$ cat config.mk
export PLATFORM = sky130hd
export DESIGN_NAME = mex_exec
export DESIGN_NICKNAME = d
export VERILOG_FILES = /design/src/inc/mex_pkg.sv /design/src/inc/mex_dec_if.sv /design/src/hdl/mex_decoder.sv /design/src/hdl/mex_exec.sv
export SDC_FILE = /design/constraint.sdc
export NUM_CORES = 1
export LEC_CHECK = 0
export ABC_AREA = 1
export BUFFER_PORTS_ARGS = -buffer_cell sky130_fd_sc_hd__buf_2
export CORE_MARGIN = 2
export CORE_UTILIZATION = 40
export CTS_CLUSTER_DIAMETER = 120
export CTS_CLUSTER_SIZE = 16
export DETAILED_ROUTE_END_ITERATION = 16
export GPL_ROUTABILITY_DRIVEN = 0
export PLACE_DENSITY = 0.64
export SYNTH_ARGS = -nofsm -noshare
export SYNTH_HDL_FRONTEND = slang
export SYNTH_SLANG_ARGS = --single-unit
$ cat constraint.sdc
create_clock -name clock_i -period 3.9 [get_ports clock_i]
set_clock_uncertainty 0.2 [all_clocks]
set_input_delay 0 -clock clock_i [delete_from_list [all_inputs] [get_ports clock_i]]
set_output_delay 0 -clock clock_i [all_outputs]
set_load 0.03 [all_outputs]
$ cat src/inc/mex_pkg.sv
// Purpose: Shared constants for the 4-bit core instruction execution block.
// Assumes: 10-bit instruction words, 4-bit data, APB register access.
// Notes: Register offsets are byte addresses of aligned 32-bit words.
package mex_pkg;
    localparam int unsigned INSTR_W = 10;
    localparam int unsigned NIB_W = 4;
    localparam int unsigned NUM_PORTS = 5;
    localparam int unsigned PC_W = 12;
    // ************************************************************
    // Instruction encodings.
    // ************************************************************
    localparam logic [7:0] LOAD_Z_TOP = 8'h12;
    localparam logic [9:0] NOP_CODE = 10'h000;
    localparam logic [9:0] PORT_OUT_BASE = 10'h220;
    localparam logic [9:0] OR_MEM_CODE = 10'h019;
    // ************************************************************
    // Register map.
    // ************************************************************
    localparam logic [7:0] ACC_OFS = 8'h00;
    localparam logic [7:0] STATE_OFS = 8'h04;
    localparam logic [7:0] PORTS_OFS = 8'h08;
    localparam logic [7:0] CTRL_OFS = 8'h0c;
    localparam int unsigned CTRL_EXEC_BIT = 0;
    localparam int unsigned CTRL_CARRY_BIT = 1;
    localparam int unsigned STATE_Z_POS = 12;
    localparam int unsigned STATE_CARRY_POS = 14;
    // ************************************************************
    // Reset values.
    // ************************************************************
    localparam logic [3:0] ACC_RST = 4'h0;
    localparam logic [3:0] PORT_RST = 4'h0;
    localparam logic [1:0] Z_RST = 2'h0;
    localparam logic [11:0] PC_RST = 12'h000;
    localparam logic CARRY_RST = 1'b0;
    localparam logic CTRL_EXEC_RST = 1'b1;
endpackage

$ cat src/inc/mex_dec_if.sv
// Purpose: Carries an instruction word to the decoder and its decoded class back.
// Assumes: Decoding is purely combinational.
// Notes: One-hot class flags; port_sel is one-hot over the five output ports.
`timescale 1ns/1ps
`default_nettype none
interface mex_dec_if;
    logic [9:0] instr;
    logic is_load_z;
    logic is_nop;
    logic is_or_mem;
    logic [4:0] port_sel;
    modport dec (
        input instr,
        output is_load_z,
        output is_nop,
        output is_or_mem,
        output port_sel
    );
    modport exe (
        output instr,
        input is_load_z,
        input is_nop,
        input is_or_mem,
        input port_sel
    );
endinterface
`default_nettype wire

$ cat src/hdl/mex_decoder.sv
// Purpose: Classifies a 10-bit instruction word for the execution block.
// Assumes: Words outside this block's group decode to no class at all.
// Notes: Purely combinational.
`timescale 1ns/1ps
`default_nettype none
module mex_decoder (
    // Instruction in, class out.
    mex_dec_if.dec dec
);
    function automatic logic is_port(input logic [9:0] w, input logic [9:0] k);
        is_port = (w == 10'(mex_pkg::PORT_OUT_BASE + k));
    endfunction

    always_comb begin
        dec.is_load_z = (dec.instr[9:2] == mex_pkg::LOAD_Z_TOP);
        dec.is_nop = (dec.instr == mex_pkg::NOP_CODE);
        dec.is_or_mem = (dec.instr == mex_pkg::OR_MEM_CODE);
        for (int k = 0; k < 5; k++) begin
            dec.port_sel[k] = is_port(dec.instr, 10'(k));
        end
    end
endmodule
`default_nettype wire

$ cat src/hdl/mex_exec.sv
// Purpose: Executes the Z load, no-op, port output and OR-with-memory instructions.
// Assumes: Instruction, memory nibble and strobe come from logic on clock_i.
// Notes: Registers reached over APB; every executed word advances the program counter.
// How it works
// - A word whose top eight bits are 00010010 loads its low two bits into Z in one cycle.
// - The no-op only advances the program counter and leaves all else unchanged.
// - The port-0 output word copies the accumulator to port 0 in one cycle, carry untouched.
// - The port-1 output word copies the accumulator to port 1 in one cycle, carry untouched.
// - The port-2 output word copies the accumulator to port 2 in one cycle, carry untouched.
// - The port-3 output word copies the accumulator to port 3 in one cycle, carry untouched.
// - The port-4 output word copies the accumulator to port 4 in one cycle, carry untouched.
// - The OR word ORs the accumulator with the addressed memory nibble into the accumulator.
`timescale 1ns/1ps
`default_nettype none
module mex_exec #(
    parameter int unsigned PC_W = mex_pkg::PC_W
) (
    // Clock and reset.
    input wire logic clock_i,
    input wire logic rst_n_i,
    // Instruction stream.
    input wire logic instr_valid_i,
    input wire logic [9:0] instr_i,
    input wire logic [3:0] mem_nibble_i,
    // Output port pins.
    output logic [3:0] port0_o,
    output logic [3:0] port1_o,
    output logic [3:0] port2_o,
    output logic [3:0] port3_o,
    output logic [3:0] port4_o,
    // APB slave.
    input wire logic psel_i,
    input wire logic penable_i,
    input wire logic pwrite_i,
    input wire logic [7:0] paddr_i,
    input wire logic [31:0] pwdata_i,
    output logic [31:0] prdata_o,
    output logic pready_o,
    output logic pslverr_o
);
    mex_dec_if dec_if ();
    logic [3:0] acc_q;
    logic [1:0] z_q;
    logic [PC_W-1:0] program_counter_q;
    logic carry_flag_q;
    logic exec_en_q;
    logic [3:0] port_q [5];
    logic pready_q;
    logic pslverr_q;
    logic [31:0] prdata_q;
    logic exec;
    logic bus_wr;
    logic acc_wr;

    // ************************************************************
    // Decode.
    // ************************************************************
    assign dec_if.instr = instr_i;

    mex_decoder mex_decoder_inst (
        .dec(dec_if.dec)
    );

    assign exec = instr_valid_i & exec_en_q;
    assign bus_wr = psel_i & penable_i & pready_q & pwrite_i;
    assign acc_wr = bus_wr & (paddr_i == mex_pkg::ACC_OFS);

    // ************************************************************
    // Execution state.
    // ************************************************************
    // Counter advance only.
    always_ff @(posedge clock_i or negedge rst_n_i) begin
        if (!rst_n_i) begin
            program_counter_q <= PC_W'(mex_pkg::PC_RST);
        end else if (exec) begin
            program_counter_q <= program_counter_q + PC_W'(1);
        end
    end

    always_ff @(posedge clock_i or negedge rst_n_i) begin
        if (!rst_n_i) begin
            z_q <= mex_pkg::Z_RST;
        end else if (exec && dec_if.is_load_z) begin
            z_q <= instr_i[1:0];
        end
    end

    // A bus write to the accumulator wins over an OR in the same cycle, so software
    // can always force a known value.
    // Accumulator OR memory.
    always_ff @(posedge clock_i or negedge rst_n_i) begin
        if (!rst_n_i) begin
            acc_q <= mex_pkg::ACC_RST;
        end else if (acc_wr) begin
            acc_q <= pwdata_i[3:0];
        end else if (exec && dec_if.is_or_mem) begin
            acc_q <= acc_q | mem_nibble_i;
        end
    end

    // Carry is only touched by software here; none of these instructions change it.
    always_ff @(posedge clock_i or negedge rst_n_i) begin
        if (!rst_n_i) begin
            carry_flag_q <= mex_pkg::CARRY_RST;
            exec_en_q <= mex_pkg::CTRL_EXEC_RST;
        end else if (bus_wr && paddr_i == mex_pkg::CTRL_OFS) begin
            carry_flag_q <= pwdata_i[mex_pkg::CTRL_CARRY_BIT];
            exec_en_q <= pwdata_i[mex_pkg::CTRL_EXEC_BIT];
        end
    end

    always_ff @(posedge clock_i or negedge rst_n_i) begin
        if (!rst_n_i) begin
            for (int k = 0; k < 5; k++) begin
                port_q[k] <= mex_pkg::PORT_RST;
            end
        end else if (exec) begin
            for (int k = 0; k < 5; k++) begin
                if (dec_if.port_sel[k]) begin
                    port_q[k] <= acc_q;
                end
            end
        end
    end

    assign port0_o = port_q[0];
    assign port1_o = port_q[1];
    assign port2_o = port_q[2];
    assign port3_o = port_q[3];
    assign port4_o = port_q[4];

    // ************************************************************
    // APB slave.
    // ************************************************************
    // One wait state keeps every bus output straight from a flip-flop.
    always_ff @(posedge clock_i or negedge rst_n_i) begin
        if (!rst_n_i) begin
            pready_q <= 1'b0;
            pslverr_q <= 1'b0;
            prdata_q <= 32'h0000_0000;
        end else begin
            pready_q <= psel_i & penable_i & ~pready_q;
            pslverr_q <= 1'b0;
            prdata_q <= 32'h0000_0000;
            if (psel_i && penable_i && !pready_q) begin
                case (paddr_i)
                    mex_pkg::ACC_OFS: begin
                        prdata_q <= {28'h000_0000, acc_q};
                    end
                    mex_pkg::STATE_OFS: begin
                        prdata_q[PC_W-1:0] <= program_counter_q;
                        prdata_q[mex_pkg::STATE_Z_POS +: 2] <= z_q;
                        prdata_q[mex_pkg::STATE_CARRY_POS] <= carry_flag_q;
                    end
                    mex_pkg::PORTS_OFS: begin
                        prdata_q <= {12'h000, port_q[4], port_q[3], port_q[2],
                            port_q[1], port_q[0]};
                    end
                    mex_pkg::CTRL_OFS: begin
                        prdata_q[mex_pkg::CTRL_EXEC_BIT] <= exec_en_q;
                        prdata_q[mex_pkg::CTRL_CARRY_BIT] <= carry_flag_q;
                    end
                    default: begin
                        pslverr_q <= 1'b1;
                    end
                endcase
            end
        end
    end

    assign pready_o = pready_q;
    assign pslverr_o = pslverr_q;
    assign prdata_o = prdata_q;
endmodule
`default_nettype wire

# Yosys cells after proc, flatten, opt, wreduce, memory -nomap -nowiden
# Index checks and enable logic that the tools add are counted.
# word_totals
register_bits	74
input_bits	60
out_inout_bits	54
elab_cells	54
# op_classes
n_addsub	1
n_eq_ne	10
n_mux	8
bitwise_logic	8
reduce_logical	14
# op_table
cell	n
10-bit equality test, second input constant	5
13-bit one-hot mux with 3 select lines	1
20-bit two-way mux	1
8-bit by 4-bit equality test with 1-bit output, second input constant	2
12-bit by 1-bit adder with 12-bit output, second input constant	1
10-bit by 5-bit equality test with 1-bit output, second input constant	1
2-bit AND reduction	5
8-bit by 3-bit equality test with 1-bit output, second input constant	1
8-bit by 5-bit equality test with 1-bit output, second input constant	1
8-bit logical NOT	1
4-bit two-way mux	2
2-bit one-hot mux with 4 select lines	1
1-bit bitwise AND	6
1-bit logical AND	5
5-bit two-way mux	1
4-bit OR	1
4-bit OR reduction	1
1-bit two-way mux	2
2-bit nonzero test	1
1-bit logical NOT	1
1-bit inverter	1

# Longest topological paths before layout
# logic_depth
depth_word	5
mapped_depth	9
ltp_nobuf	9

# By module
# A second synthesis with hierarchy kept.
# hier_totals
cells_unflattened	369
area_unflattened_um2	3017.9
# modules_own_cells
module	n_inst	cells_each	area_each_um2	seq_area_each_um2
mex_exec	1	331	2842.7	1552.7
mex_decoder	1	38	175.2	0.0

# Least setup slack after synthesis
# OpenSTA, ideal clock, no wires.
# synth_path
kind	register to register
from	reg pready_q (netlist: pready_o)
to	reg acc_q[0]
setup_ns	0.117
arrival_time_ns	1.196
t_required_ns	3.583
setup_slack_ns	2.387
path_stages_with_launch	8
path_buffers	0
period_less_slack_ns	1.513
cell_sequence	dfrtp_1 > nand2_1 > nor2_2 > nand2_4 > nand2_1 > nand2_1 > nand2_1 > nand2_1
# synth_between
elab_chain_cells	4
elab_cells_between_ends	5
cone_classes	mux: 1; bitwise: 3; reduce/logical: 1
# synth_lines
element	line_no	text
start: declaration	mex_exec.sv:48	logic pready_q;
start signal: assignment	mex_exec.sv:142	pready_q <= psel_i & penable_i & ~pready_q;
1-bit bitwise AND * (2 in a row)	mex_exec.sv:65	assign bus_wr = psel_i & penable_i & pready_q & pwrite_i;
1-bit bitwise AND *	mex_exec.sv:66	assign acc_wr = bus_wr & (paddr_i == mex_pkg::ACC_OFS);
4-bit two-way mux or 2-bit nonzero test (tied branches)	--	
end signal: assignment	mex_exec.sv:93	acc_q <= mex_pkg::ACC_RST;
end signal: assignment	mex_exec.sv:95	acc_q <= pwdata_i[3:0];
end signal: assignment	mex_exec.sv:97	acc_q <= acc_q | mem_nibble_i;
end: declaration	mex_exec.sv:42	logic [3:0] acc_q;
# Mark *: on every way between the ends. The rest lies on a longest branch, timed or not.
# A chain may end at the register's enable or synchronous reset.

# Worst setup path after layout
# layout_path
from	reg exec_en_q
to	reg port_q, in the netlist port4_o[3]
# layout_between
elab_chain_cells	2
# layout_lines
element	line_no	text
start: declaration	mex_exec.sv:46	logic exec_en_q;
start signal: assignment	mex_exec.sv:105	exec_en_q <= mex_pkg::CTRL_EXEC_RST;
start signal: assignment	mex_exec.sv:108	exec_en_q <= pwdata_i[mex_pkg::CTRL_EXEC_BIT];
1-bit bitwise AND	mex_exec.sv:64	assign exec = instr_valid_i & exec_en_q;
2-bit AND reduction (no source line)	--	
end signal: indexed assignment	mex_exec.sv:115	port_q[k] <= mex_pkg::PORT_RST;
end signal: indexed assignment	mex_exec.sv:120	port_q[k] <= acc_q;
end: declaration	mex_exec.sv:47	logic [3:0] port_q [5];
# No other way between the ends.

==> flow_summary.toml <==
[setup_path]
endpoint_kind = "flop"
cp_top_family = "buffers and inverters"
crit_type = "flop to flop"
cpPeakStageDelay_ns = 0.66
startpoint = "exec_en_q"
crit_top_cell = "dlygate4sd3_1"
path_buf_inv = 4
critPathLaunchType = "flop"
cp_slowest_cell = "dlygate4sd3_1"
worst-path-max-fanout = 12
worstPathRequired_ns = 3.97
path_cells = "nand2_2 -> clkinv_1 -> nand2_1 -> nor3_2 -> dlygate4sd3_1 -> nand3_1 -> dlygate4sd3_1 -> nand2_1 -> dlygate4sd3_1"
reg2reg_from = "exec_en_q"
cp_data_arrival_time_ns = 3.51

[clock_network]
tritoncts = "yes"
htree_levels = 3
cts_made_buffers = 9
clkLatencyLatePin_ns = 0.33
post-cts-setup-buffer-count = 0
clock_path_buffers = 2
cts-root-buf = "clkbuf_8"
clock-sinks = 62
cts_resized = 0
clkTransAtPathRegs_ns = 0.07

[power_and_ir_drop]
peakVddDrop_mv = 0.139
leakagePower_nw = 2.15
total_power_mw = 1.32
p_per_area_mw_per_mm2 = 312

[floorplanning]
fp.coreArea_mm2 = 0.00777
rows = 32
dieArea_mm2 = 0.00880
fp.dieW_um = 93.8
chipHeight_um = 93.8
ios = 114
floorplan.initialDensity_pct = 41.5

[sta]
maxClockFrequency_mhz = 291
rsz0062_at_grt = "no"
setup_viol = 0
setup_slack_ns = 0.459
whs_ns = 0.0259
post-route-period-util_pct = 88.2
slew_headroom_pct = 49.2
maxSlewViolCount = 0
setup_tns_ns = 0
hold_viol = 0
period_minus_slack_ns = 3.44
worst_pin_slew_ns = 0.762

[yosys]
yosysSeqAreaShare_pct = 48.1
yosysTopAreaCellShare_pct = 47.3
postSynthCellCount = 394
ys_seq_elements = 62
yosys-top-cells-area = "dfrtp_1, nand2_1, inv_1"
synth_top_area_cell = "dfrtp_1"
syn_area_mm2 = 0.00323
syn_avg_cell_area_um2 = 8.19
yosys_warnings = 0
yosys.cell_types.count = 29

[layout]
layout_commonest_cell = "nand2_1"
areaGrowthSynthToFinish_pct = 31.6
utilization_pct = 54.7
stdcell_count = 622
antenna_cells = 0
final_cell_mix = "nand2_1, buf_2, dfrtp_1"
final_nets = 576
drive_above_1_share_pct = 24.6
nFillCells = 710
final_area_mm2 = 0.00425

[place]
io_buffers = 73
dp_hpwl_um = 5180
pre_cts_ws_ns = 2.00
placed_cell_area_mm2 = 0.00363
place_inst = 565

[hold_path]
hold_path_class = "primary input to flop"
min_from = "instr_i[6]"

[flow_run]
maxCapViolations = 0

[routing]
dr.pass1.iters = 4
wl_per_cell_um = 12.3
drc = 0
wirelength_um = 7670
via_count = 2806
detail-route-antenna-nets = 0
drtIter0Drc = 113
vias_per_cell = 4.51

[grt]
grt_start_max_net_pins = 63
grtUsageTotal_pct = 18.8
antenna_found_initial = 0
grt_pass1_vias = 2876
overflow = 0
grt_first_pass_wirelength_um = 12900

[run_status]
status = "completed"
## routing by layer
metal | wire, µm | track usage (%)
met1 | 3480 | 24.1
met2 | 3750 | 31.9
met3 | 357 | 2.97
met4 | 81 | 7.37
met5 | 0 | 0
## worst reg2reg max path: stages, from the launching register on
cell and delay (ns):
dfstp_2 0.56, nand2_2 0.23, clkinv_1 0.18, nand2_1 0.08, nor3_2 0.22, dlygate4sd3_1 0.66, nand3_1 0.09, dlygate4sd3_1 0.57
nand2_1 0.06, dlygate4sd3_1 0.54
## cell families after synthesis
logic type	count (synthesis)	share of synthesized area (%)
buffers and inverters	76	11.2
AND/OR/NAND/NOR	212	31.2
XOR/XNOR	8	2.17
AO/OA/AOI/OAI	34	6.86
other	1	0.116
adder cells (fa/ha/maj)	1	0.388
flip-flops	62	48.1
## area by class of cell
| class | instances | area, µm² | share of cell area, % |
|---|---|---|---|
| multi-input cells | 267 | 1360 | 31.9 |
| repair buffers | 115 | 783 | 18.4 |
| clock inverters | 3 | 42.5 | 1.00 |
| flip-flops and latches | 62 | 1550 | 36.6 |
| inverters | 60 | 225 | 5.31 |
| clock buffers | 13 | 159 | 3.74 |
| well taps | 102 | 128 | 3.01 |
## state kept, by name, indices dropped and copies added, names as in the netlist
signal / cells
acc_q: 4
carry_flag_q: 1
pslverr_o: 1
port3_o: 4
exec_en_q: 1
port2_o: 4
z_q: 2
pready_o: 1
port0_o: 4
port1_o: 4
port4_o: 4
program_counter_q: 12
prdata_o: 20
## path summary, 6_finish.rpt
kind                           endpoint  slack, ns  depth (start not counted)
min                          port4_o[1]       0.03                          7
min reg2reg                  port4_o[0]       0.30                          2
max in group asynchronous    port1_o[2]       2.81                          3
max reg2reg                  port4_o[3]       0.46                          9
min in group asynchronous  prdata_o[17]       0.17                          3
max                          port4_o[3]       0.46                          9
## what timing repair did
item / in CTS / in global routing
hold buffers: 41 / 0
endpoints found under the hold margin: 111 / 0
endpoints found under the setup margin: 0 / 0
## where the power goes
| group | leakage (nW) | switching [mW] | internal [mW] | total (mW) |
|---|---|---|---|---|
| Clock | 0.0996 | 0.244 | 0.330 | 0.574 |
| Sequential | 0.767 | 0.00227 | 0.645 | 0.647 |
| Combinational | 1.29 | 0.0648 | 0.0372 | 0.102 |
## cell usage after synthesis, drive strengths merged
| library cell | number |
|---|---|
| nand4 | 4 |
| dfrtp | 61 |
| or2 | 1 |
| o21ai | 18 |
| nor2 | 52 |
| inv | 59 |
| o2111ai | 1 |
| a21oi | 15 |
| ha | 1 |
| buf | 16 |
| dfstp | 1 |
| nand2 | 115 |
| nor3 | 11 |
| nand3 | 29 |
| xor2 | 7 |
| xnor2 | 1 |
| conb | 1 |
| clkinv | 1 |
No activity file was read; power rests on OpenSTA's default activity.
